==> config.mk <==
export PLATFORM = sky130hd
export DESIGN_NAME = pcfg_regs
export DESIGN_NICKNAME = d
export VERILOG_FILES = /design/src/core/pcfg_pkg.sv /design/src/core/pcfg_target_decode.sv /design/src/core/pcfg_master_issue.sv /design/src/core/pcfg_regs.sv
export VERILOG_INCLUDE_DIRS = /design/src /design/src/core
export SDC_FILE = /design/constraint.sdc
export NUM_CORES = 1
export LEC_CHECK = 0
export BUFFER_PORTS_ARGS = -buffer_cell sky130_fd_sc_hd__buf_2
export CAP_MARGIN = 10
export CORE_MARGIN = 2
export CORE_UTILIZATION = 28
export DETAILED_ROUTE_END_ITERATION = 8
export GPL_TIMING_DRIVEN = 0
export RECOVER_POWER = 25
export SLEW_MARGIN = 5
export SYNTH_ARGS = -nofsm -noshare
export SYNTH_HDL_FRONTEND = slang
export SYNTH_SLANG_ARGS = --single-unit
==> constraint.sdc <==
create_clock -name sys_clk -period 5.4 [get_ports sys_clk]
set_input_delay 0.81 -clock sys_clk [delete_from_list [all_inputs] [get_ports sys_clk]]
set_output_delay 0.81 -clock sys_clk [all_outputs]
set_load 0.02 [all_outputs]
==> src/core/pcfg_params.svh <==
// constants of the configuration header register group
`ifndef PCFG_PARAMS_SVH
`define PCFG_PARAMS_SVH

// register byte offsets in configuration space
`define PCFG_OFS_CLASS      8'h08
`define PCFG_OFS_HOLD       8'h0C
`define PCFG_OFS_IO         8'h10
`define PCFG_OFS_MEM        8'h14
`define PCFG_OFS_SID        8'h2C

// fixed class word fields
`define PCFG_CATEGORY       8'h02
`define PCFG_SUBCATEGORY    8'h00
`define PCFG_SW_LEVEL       8'h00

// field positions
`define PCFG_IO_START_LSB   8
`define PCFG_MEM_START_LSB  12
`define PCFG_HOLD_LSB       8
`define PCFG_LINE_LSB       0
`define PCFG_PRODUCT_LSB    16
`define PCFG_IO_FLAG_BIT    0

// hard reset values
`define PCFG_HOLD_RESET     32'h00000000
`define PCFG_IO_RESET       32'h00000001
`define PCFG_MEM_RESET      32'h00000000

// bus-master command codes
`define PCFG_CMD_MEM_READ   4'h6
`define PCFG_CMD_MEM_WRITE  4'h7

`endif

==> src/core/pcfg_pkg.sv <==
// types and shared helpers of the configuration header register group
`include "pcfg_params.svh"
package pcfg_pkg;

    // register selected by a configuration cycle
    typedef enum {
        SEL_NONE, SEL_CLASS, SEL_HOLD, SEL_IO, SEL_MEM, SEL_SID
    } pcfg_sel_t;

    // whole state of the register module
    typedef struct packed {
        logic [23:0] io_start;   // io window base, bits 31..8
        logic [19:0] mem_start;  // memory window base, bits 31..12
        logic [7:0]  hold;       // bus hold clocks
        logic [7:0]  line_len;   // line length, stored only
        logic [31:0] sid;        // board ident word
        logic [31:0] rdata;      // read answer
        logic        done;       // answer strobe
        logic        claim;      // offset belongs here
        logic        io_hit;     // io window hit
        logic        mem_hit;    // memory window hit
        logic        dma_go;     // master start pulse
        logic [3:0]  dma_cmd;    // master command code
    } pcfg_state_t;

    // byte-lane merge of a write into an old word
    function automatic logic [31:0] merge_be(
        input logic [31:0] old_w,
        input logic [31:0] new_w,
        input logic [3:0]  be
    );
        logic [31:0] res;
        res = old_w;
        for (int i = 0; i < 4; i++) begin
            if (be[i]) begin
                res[i*8 +: 8] = new_w[i*8 +: 8];
            end
        end
        return res;
    endfunction : merge_be

    // upper-bit window compare against a base
    function automatic logic win_match(
        input logic [31:0] addr,
        input logic [31:0] base,
        input logic [31:0] keep
    );
        return ((addr & keep) == (base & keep));
    endfunction : win_match

endpackage : pcfg_pkg

==> src/core/pcfg_target_decode.sv <==
// target address decode against the io and memory windows
`timescale 1ns/100ps
`default_nettype none
`include "pcfg_params.svh"
module pcfg_target_decode (
    // target request
    input  wire logic        tgt_valid,
    input  wire logic        tgt_space_io,
    input  wire logic [31:0] tgt_addr,
    // window state
    input  wire logic [31:0] io_base,
    input  wire logic [31:0] mem_base,
    input  wire logic        io_decode_enable,
    input  wire logic        mem_decode_enable,
    // raw hits
    output logic             io_hit_raw,
    output logic             mem_hit_raw
);
    localparam logic [31:0] IO_KEEP  = ~32'h000000FF;  // 256-byte window
    localparam logic [31:0] MEM_KEEP = ~32'h00000FFF;  // 4096-byte window

    // a disabled space never claims, whatever the base holds
    always_comb begin
        io_hit_raw  = tgt_valid && tgt_space_io && io_decode_enable &&
                      pcfg_pkg::win_match(tgt_addr, io_base, IO_KEEP);
        mem_hit_raw = tgt_valid && !tgt_space_io && mem_decode_enable &&
                      pcfg_pkg::win_match(tgt_addr, mem_base, MEM_KEEP);
    end
endmodule : pcfg_target_decode
`default_nettype wire

==> src/core/pcfg_master_issue.sv <==
// bus-master command choice and start gating
`timescale 1ns/100ps
`default_nettype none
`include "pcfg_params.svh"
module pcfg_master_issue (
    // request from the transfer engine
    input  wire logic       dma_req,
    input  wire logic       dma_write,
    // command register permit
    input  wire logic       initiator_permit,
    // result
    output logic            go_raw,
    output logic [3:0]      cmd_raw
);
    // cache line length has no say in the command chosen
    always_comb begin
        cmd_raw = dma_write ? `PCFG_CMD_MEM_WRITE : `PCFG_CMD_MEM_READ;
        go_raw  = dma_req && initiator_permit;
    end
endmodule : pcfg_master_issue
`default_nettype wire

==> src/core/pcfg_regs.sv <==
// configuration header register group with window decode and master gate
`timescale 1ns/100ps
`default_nettype none
`include "pcfg_params.svh"
module pcfg_regs #(
    // silicon revision, arbitrary value
    parameter logic [7:0]  SILICON_REV   = 8'h5A,
    // board product code default, arbitrary value
    parameter logic [15:0] PRODUCT_CODE  = 16'h1D2B,
    // board maker code default, arbitrary value
    parameter logic [15:0] MAKER_CODE    = 16'h4E71
) (
    // clock and reset
    input  wire logic        sys_clk,
    input  wire logic        rst_n,

    // configuration cycle port
    input  wire logic        cfg_req,
    input  wire logic        cfg_write,
    input  wire logic [7:0]  cfg_offset,
    input  wire logic [3:0]  cfg_byte_en,
    input  wire logic [31:0] cfg_wdata,
    output logic      [31:0] cfg_rdata,
    output logic             cfg_done,
    output logic             cfg_claim,

    // command register enables
    input  wire logic        io_decode_enable,
    input  wire logic        mem_decode_enable,
    input  wire logic        initiator_permit,

    // serial memory load of board ident
    input  wire logic        sid_load,
    input  wire logic [31:0] sid_load_data,

    // target decode
    input  wire logic        tgt_valid,
    input  wire logic        tgt_space_io,
    input  wire logic [31:0] tgt_addr,
    output logic             io_hit,
    output logic             mem_hit,

    // bus-master issue
    input  wire logic        dma_req,
    input  wire logic        dma_write,
    output logic             dma_start,
    output logic [3:0]       dma_cmd,

    // stored control fields
    output logic [7:0]       bus_hold_clocks,
    output logic [31:0]      io_window_start,
    output logic [31:0]      mem_window_start
);

    // ************************************************************
    // hard reset images
    // ************************************************************

    // whole reset words, so fields are cut from them by position and
    // a change of reset value in a stored field never needs an edit in the logic below
    localparam logic [31:0] HOLD_RST = `PCFG_HOLD_RESET;  // hold word image
    localparam logic [31:0] IO_RST   = `PCFG_IO_RESET;    // io base image, flag bit set
    localparam logic [31:0] MEM_RST  = `PCFG_MEM_RESET;   // memory base image

    // ************************************************************
    // state and working signals
    // ************************************************************

    pcfg_pkg::pcfg_state_t st_reg;    // registered state
    pcfg_pkg::pcfg_state_t st_next;   // next state

    pcfg_pkg::pcfg_sel_t   sel;       // selected register

    logic [31:0] class_word;          // composed class word
    logic [31:0] hold_word;           // composed hold word
    logic [31:0] io_word;             // composed io base word
    logic [31:0] mem_word;            // composed memory base word
    logic [31:0] read_word;           // word at the offset
    logic [31:0] merged;              // write merged by lanes

    logic        io_hit_raw;          // decode result
    logic        mem_hit_raw;         // decode result
    logic        go_raw;              // permitted start
    logic [3:0]  cmd_raw;             // command for the start

    // ************************************************************
    // read-back composition
    // ************************************************************

    // class word is all constant but the revision byte
    always_comb begin
        class_word = {`PCFG_CATEGORY,
                      `PCFG_SUBCATEGORY,
                      `PCFG_SW_LEVEL,
                      SILICON_REV};
    end

    // top bits are tied low so a self-test is never offered
    always_comb begin
        hold_word = {1'b0,
                     1'b0,
                     14'h0000,
                     st_reg.hold,
                     st_reg.line_len};
    end

    // low io bits are tied so sizing reads back a 256-byte span
    always_comb begin
        io_word = {st_reg.io_start,
                   6'h00,
                   1'b0,
                   1'b1};
    end

    // low memory bits are tied so sizing reads back 4096 bytes
    always_comb begin
        mem_word = {st_reg.mem_start,
                    8'h00,
                    1'b0,
                    2'b00,
                    1'b0};
    end

    // ************************************************************
    // offset decode
    // ************************************************************

    // full-byte compare; offsets outside the group are not claimed
    always_comb begin
        case (cfg_offset)
            `PCFG_OFS_CLASS: begin
                sel = pcfg_pkg::SEL_CLASS;
            end
            `PCFG_OFS_HOLD: begin
                sel = pcfg_pkg::SEL_HOLD;
            end
            `PCFG_OFS_IO: begin
                sel = pcfg_pkg::SEL_IO;
            end
            `PCFG_OFS_MEM: begin
                sel = pcfg_pkg::SEL_MEM;
            end
            `PCFG_OFS_SID: begin
                sel = pcfg_pkg::SEL_SID;
            end
            default: begin
                sel = pcfg_pkg::SEL_NONE;
            end
        endcase
    end

    // word seen at the offset, zero when unclaimed
    always_comb begin
        case (sel)
            pcfg_pkg::SEL_CLASS: begin
                read_word = class_word;
            end
            pcfg_pkg::SEL_HOLD: begin
                read_word = hold_word;
            end
            pcfg_pkg::SEL_IO: begin
                read_word = io_word;
            end
            pcfg_pkg::SEL_MEM: begin
                read_word = mem_word;
            end
            pcfg_pkg::SEL_SID: begin
                read_word = st_reg.sid;
            end
            default: begin
                read_word = 32'h00000000;
            end
        endcase
    end

    // merge over the read-back word so tied bits stay tied
    always_comb begin
        merged = pcfg_pkg::merge_be(read_word, cfg_wdata, cfg_byte_en);
    end

    // ************************************************************
    // helpers
    // ************************************************************

    // window compare on the stored bases
    // the tied low bits of each word fall under the compare mask anyway
    pcfg_target_decode u_decode (
        .tgt_valid         (tgt_valid),
        .tgt_space_io      (tgt_space_io),
        .tgt_addr          (tgt_addr),
        .io_base           (io_word),
        .mem_base          (mem_word),
        .io_decode_enable  (io_decode_enable),
        .mem_decode_enable (mem_decode_enable),
        .io_hit_raw        (io_hit_raw),
        .mem_hit_raw       (mem_hit_raw)
    );

    // master command and permit
    pcfg_master_issue u_master (
        .dma_req          (dma_req),
        .dma_write        (dma_write),
        .initiator_permit (initiator_permit),
        .go_raw           (go_raw),
        .cmd_raw          (cmd_raw)
    );

    // ************************************************************
    // next state
    // ************************************************************

    // one place decides every field, reset included
    always_comb begin
        st_next = st_reg;

        // answer strobe lasts one cycle
        st_next.done  = cfg_req;
        st_next.claim = cfg_req && (sel != pcfg_pkg::SEL_NONE);

        // read data is captured on every read request, cleared to zero on a write request, and then held
        if (cfg_req) begin
            st_next.rdata = cfg_write ? 32'h00000000 : read_word;
        end

        // writes reach the stored fields only
        if (cfg_req && cfg_write) begin
            // hold word bits 31..16 have no storage, so writes to them vanish
            case (sel)
                pcfg_pkg::SEL_HOLD: begin
                    st_next.hold     = merged[15:8];
                    st_next.line_len = merged[7:0];
                end
                pcfg_pkg::SEL_IO: begin
                    st_next.io_start = merged[31:8];
                end
                pcfg_pkg::SEL_MEM: begin
                    st_next.mem_start = merged[31:12];
                end
                default: begin
                    // class and ident words ignore writes
                    st_next.hold = st_reg.hold;
                end
            endcase
        end

        // serial memory load replaces the board codes
        // it follows the write path but comes before reset, so a same-cycle hard reset wins over a load
        if (sid_load) begin
            st_next.sid = sid_load_data;
        end

        // decode result one cycle after the target request
        st_next.io_hit  = io_hit_raw;
        st_next.mem_hit = mem_hit_raw;

        // master start pulse, command held until the next start
        st_next.dma_go = go_raw;
        if (go_raw) begin
            st_next.dma_cmd = cmd_raw;
        end

        // hard reset only; there is no soft reset path here, so a soft
        // reset elsewhere in the device leaves every programmed field alone
        if (!rst_n) begin
            // stored fields back to their hard reset images
            st_next.hold      = HOLD_RST[15:8];
            st_next.line_len  = HOLD_RST[7:0];
            st_next.io_start  = IO_RST[31:8];
            st_next.mem_start = MEM_RST[31:12];
            st_next.sid       = {PRODUCT_CODE, MAKER_CODE};
            // answer, decode and master state back to idle
            st_next.rdata     = 32'h00000000;
            st_next.done      = 1'b0;
            st_next.claim     = 1'b0;
            st_next.io_hit    = 1'b0;
            st_next.mem_hit   = 1'b0;
            st_next.dma_go    = 1'b0;
            st_next.dma_cmd   = `PCFG_CMD_MEM_READ;
        end
    end

    // ************************************************************
    // state register
    // ************************************************************

    // synchronous reset is folded into the next-state logic above
    always_ff @(posedge sys_clk) begin
        st_reg <= st_next;
    end

    // ************************************************************
    // outputs, all straight from the state register
    // ************************************************************

    // configuration answer
    always_comb begin
        cfg_rdata = st_reg.rdata;
        cfg_done  = st_reg.done;
        cfg_claim = st_reg.claim;
    end

    // decode and master results
    always_comb begin
        io_hit    = st_reg.io_hit;
        mem_hit   = st_reg.mem_hit;
        dma_start = st_reg.dma_go;
        dma_cmd   = st_reg.dma_cmd;
    end

    // stored fields for the rest of the device
    // low bits of the window starts are zero, the windows being aligned
    always_comb begin
        bus_hold_clocks  = st_reg.hold;
        io_window_start  = {st_reg.io_start, 8'h00};
        mem_window_start = {st_reg.mem_start, 12'h000};
    end

endmodule : pcfg_regs
`default_nettype wire

==> impl_metrics.json <==
{
  "peakVddDrop_mv": 0.210,
  "synth-main-ff-cell": "dfxtp_1",
  "fmax_mhz": 369,
  "gp_congestion": 0.884,
  "grt_start_max_net_pins": 17,
  "synth-seq-cells": 130,
  "io_buffers": 197,
  "relSlewSlack_pct": 33.4,
  "num_rows": 57,
  "endpoint_kind": "register",
  "synth-edff-count": 0,
  "vias": 6744,
  "ys_types": 52,
  "synth_area_leader_cell": "dfxtp_1",
  "seqCellArea_sq_um": 2600,
  "ctsHoldBuffers": 0,
  "final_hold_viol_count": 0,
  "synth_area_leaders": "dfxtp_1, buf_4, mux2i_1",
  "via_per_inst": 4.88,
  "ant_nets": 0,
  "post_cts_buffers": 0,
  "multi_input_area_sq_um": 3450,
  "die_w_microns": 162,
  "cpPeakStageDelay_ns": 0.78,
  "path_common_cell": "nand2_1",
  "tightest_slew_ns": 0.995,
  "yosys.cell_count.top_type": "dfxtp_1",
  "crit_path_max_fanout": 10,
  "fin_hold_ws_ns": 0.458,
  "drive_above_1_share_pct": 30.8,
  "cts_tree": "done",
  "synthArstFlopShare_pct": 0,
  "grt_usage_pct": 19.9,
  "syn_to_final_growth_pct": 29.2,
  "required_ns": 5.74,
  "drt_wl_total_microns": 26400,
  "fin_nets": 1165,
  "maxSlewViolCount": 0,
  "seq_area_frac_synth_pct": 37.1,
  "rsz0062_at_grt": "false",
  "die_y_microns": 162,
  "crit_buf_inv": 2,
  "numCtsBuffers": 17,
  "syn_inst": 808,
  "antenna_found_initial": 2,
  "clkSinkCount": 130,
  "grt_pass1_vias": 6394,
  "cap_viol_max_count": 0,
  "wl_per_cell_microns": 19.1,
  "core-area_sq_um": 24500,
  "power_density_nw_per_um2": 267,
  "clk_path_buf_depth": 2,
  "worst_skew_pair.late_latency_ns": 0.43,
  "cellLeakagePower_uw": 0.00418,
  "fp.dieArea_sq_um": 26300,
  "cp_top_family": "simple AND/OR/NAND/NOR gates",
  "drt_iter0_drc": 579,
  "setup_violations": 0,
  "crit_path_cell_trace": "clkbuf_1 > nand2_1 > nor2_1 > nand2_1 > buf_1 > o21ai_0",
  "syn_avg_cell_area_sq_um": 8.67,
  "hpwl_microns": 21200,
  "cp_slowest_cell": "nor2_1",
  "synthesis.area_sq_um": 7010,
  "status": "finished, final reports clean",
  "initial_core_util_pct": 28.6,
  "yosys-top-cells-count": "dfxtp_1, buf_4, nand2_1",
  "post_cts_resized": 0,
  "grt_pass1_wl_microns": 38900,
  "r2r_slack_ns": 3.71,
  "start_kind": "input pin",
  "synth_top_area_share_pct": 37.1,
  "h-tree-depth": 4,
  "ys.warnings.count": 0,
  "firstDrtPassIters": 6,
  "worstPathArrival_ns": 3.05,
  "io_pins": 233,
  "fin_crit_sh_pct": 50.2,
  "drc": 0,
  "hold_class": "register to register",
  "fin_tns_setup_ns": 0,
  "fin_worst_skew_ns": 0.00952,
  "crit_type": "input pin to register",
  "ctsRootBufferMaster": "clkbuf_16",
  "nFillCells": 2572,
  "clkTransAtPathRegs_ns": 0.06,
  "grt_overflow": 0,
  "finalCriticalPeriod_ns": 2.71
}
## cells by family after synthesis
kind of cell / count (synthesis) / synth area share, %
multiplexers: 54 / 7.87
other: 2 / 0.107
AND/OR/NAND/NOR: 231 / 17.5
XOR/XNOR: 44 / 5.50
flip-flops: 130 / 37.1
buffers and inverters: 163 / 14.8
AO/OA/AOI/OAI: 184 / 17.1
## cell usage in the layout, fill, tap and decap left out, types with 3 or more instances in the layout
| master | netlist | routed |
|---|---|---|
| buf_2 | 8 | 172 |
| clkinv_4 | 0 | 3 |
| nor3_1 | 5 | 5 |
| nor2_1 | 21 | 21 |
| a22o_1 | 9 | 9 |
| and2_1 | 4 | 4 |
| a21boi_0 | 22 | 22 |
| nand2b_1 | 5 | 5 |
| buf_1 | 5 | 5 |
| xnor2_1 | 11 | 11 |
| nand4_1 | 12 | 12 |
| xor2_1 | 33 | 33 |
| and3_1 | 34 | 34 |
| bufinv_16 | 0 | 3 |
| nand2_1 | 74 | 74 |
| o2bb2ai_1 | 3 | 3 |
| o21ai_0 | 72 | 72 |
| a31oi_1 | 23 | 23 |
| nor4_1 | 9 | 9 |
| clkbuf_16 | 0 | 17 |
| nor2b_1 | 18 | 18 |
| mux2i_1 | 45 | 45 |
| dfxtp_1 | 130 | 130 |
| conb_1 | 2 | 23 |
| or3_1 | 8 | 8 |
| o211a_1 | 3 | 3 |
| nand3_1 | 25 | 25 |
| a32oi_1 | 19 | 19 |
| a21oi_1 | 14 | 14 |
| mux2_2 | 9 | 9 |
| a32o_1 | 5 | 5 |
| a22oi_1 | 4 | 4 |
| clkbuf_1 | 38 | 72 |
| buf_4 | 110 | 110 |
## where the power goes
group	internal (uW)	leakage, uW	total [uW]	switching (uW)
registers	975	0.00105	985	9.52
logic	90.4	0.00283	234	144
clock network	752	0.000293	1200	449
## worst paths after layout
check,from,to,depth (start not counted)
hold reg to reg,cfg_rdata[11],cfg_rdata[11],2
hold / removal,cfg_rdata[11],cfg_rdata[11],2
setup / recovery,rst_n,cfg_rdata[16],6
setup reg to reg,io_window_start[17],io_hit,4
## per-stage QoR
stage	cells	total power [uW]	setup slack, ns	cell area, sq um	utilization (%)
4_1_cts	1381	2430	2.74	9090	37.2
5_1_grt	1383	2490	2.49	9050	37.0
2_1_floorplan	829	1130	3.14	7090	-
3_3_place_gp	1350	1240	2.33	8480	34.7
6_report	1383	2420	2.69	9050	37.0
3_5_place_dp	1350	1240	2.31	8480	34.7
## routing by layer
layer  wire length [microns]  up-vias  share of wire (%)  GRT usage [%]
met5                       0        -                  0              0
met1                   11900     3180                 45           26.6
li1                        -     3228                  -              -
met3                    1760       45                6.7           3.70
met4                     715        0                2.7           7.52
met2                   12100      291                 46           31.7
## final cells by class
class	count	share of cell area, %
diodes	2	0.0553
plain buffers	161	11.3
repair buffers	197	10.4
well taps	324	4.48
multi-input cells	536	38.1
clock inverters	11	1.70
inverters	2	0.0829
flip-flops and latches	130	28.7
clock buffers	20	5.04
## tightest hold or removal path, stage by stage, from the launching register on
cell and delay, ns:
dfxtp_1 0.32, nand2_1 0.05, o21ai_0 0.06
No activity file was read; power rests on OpenSTA's default activity.
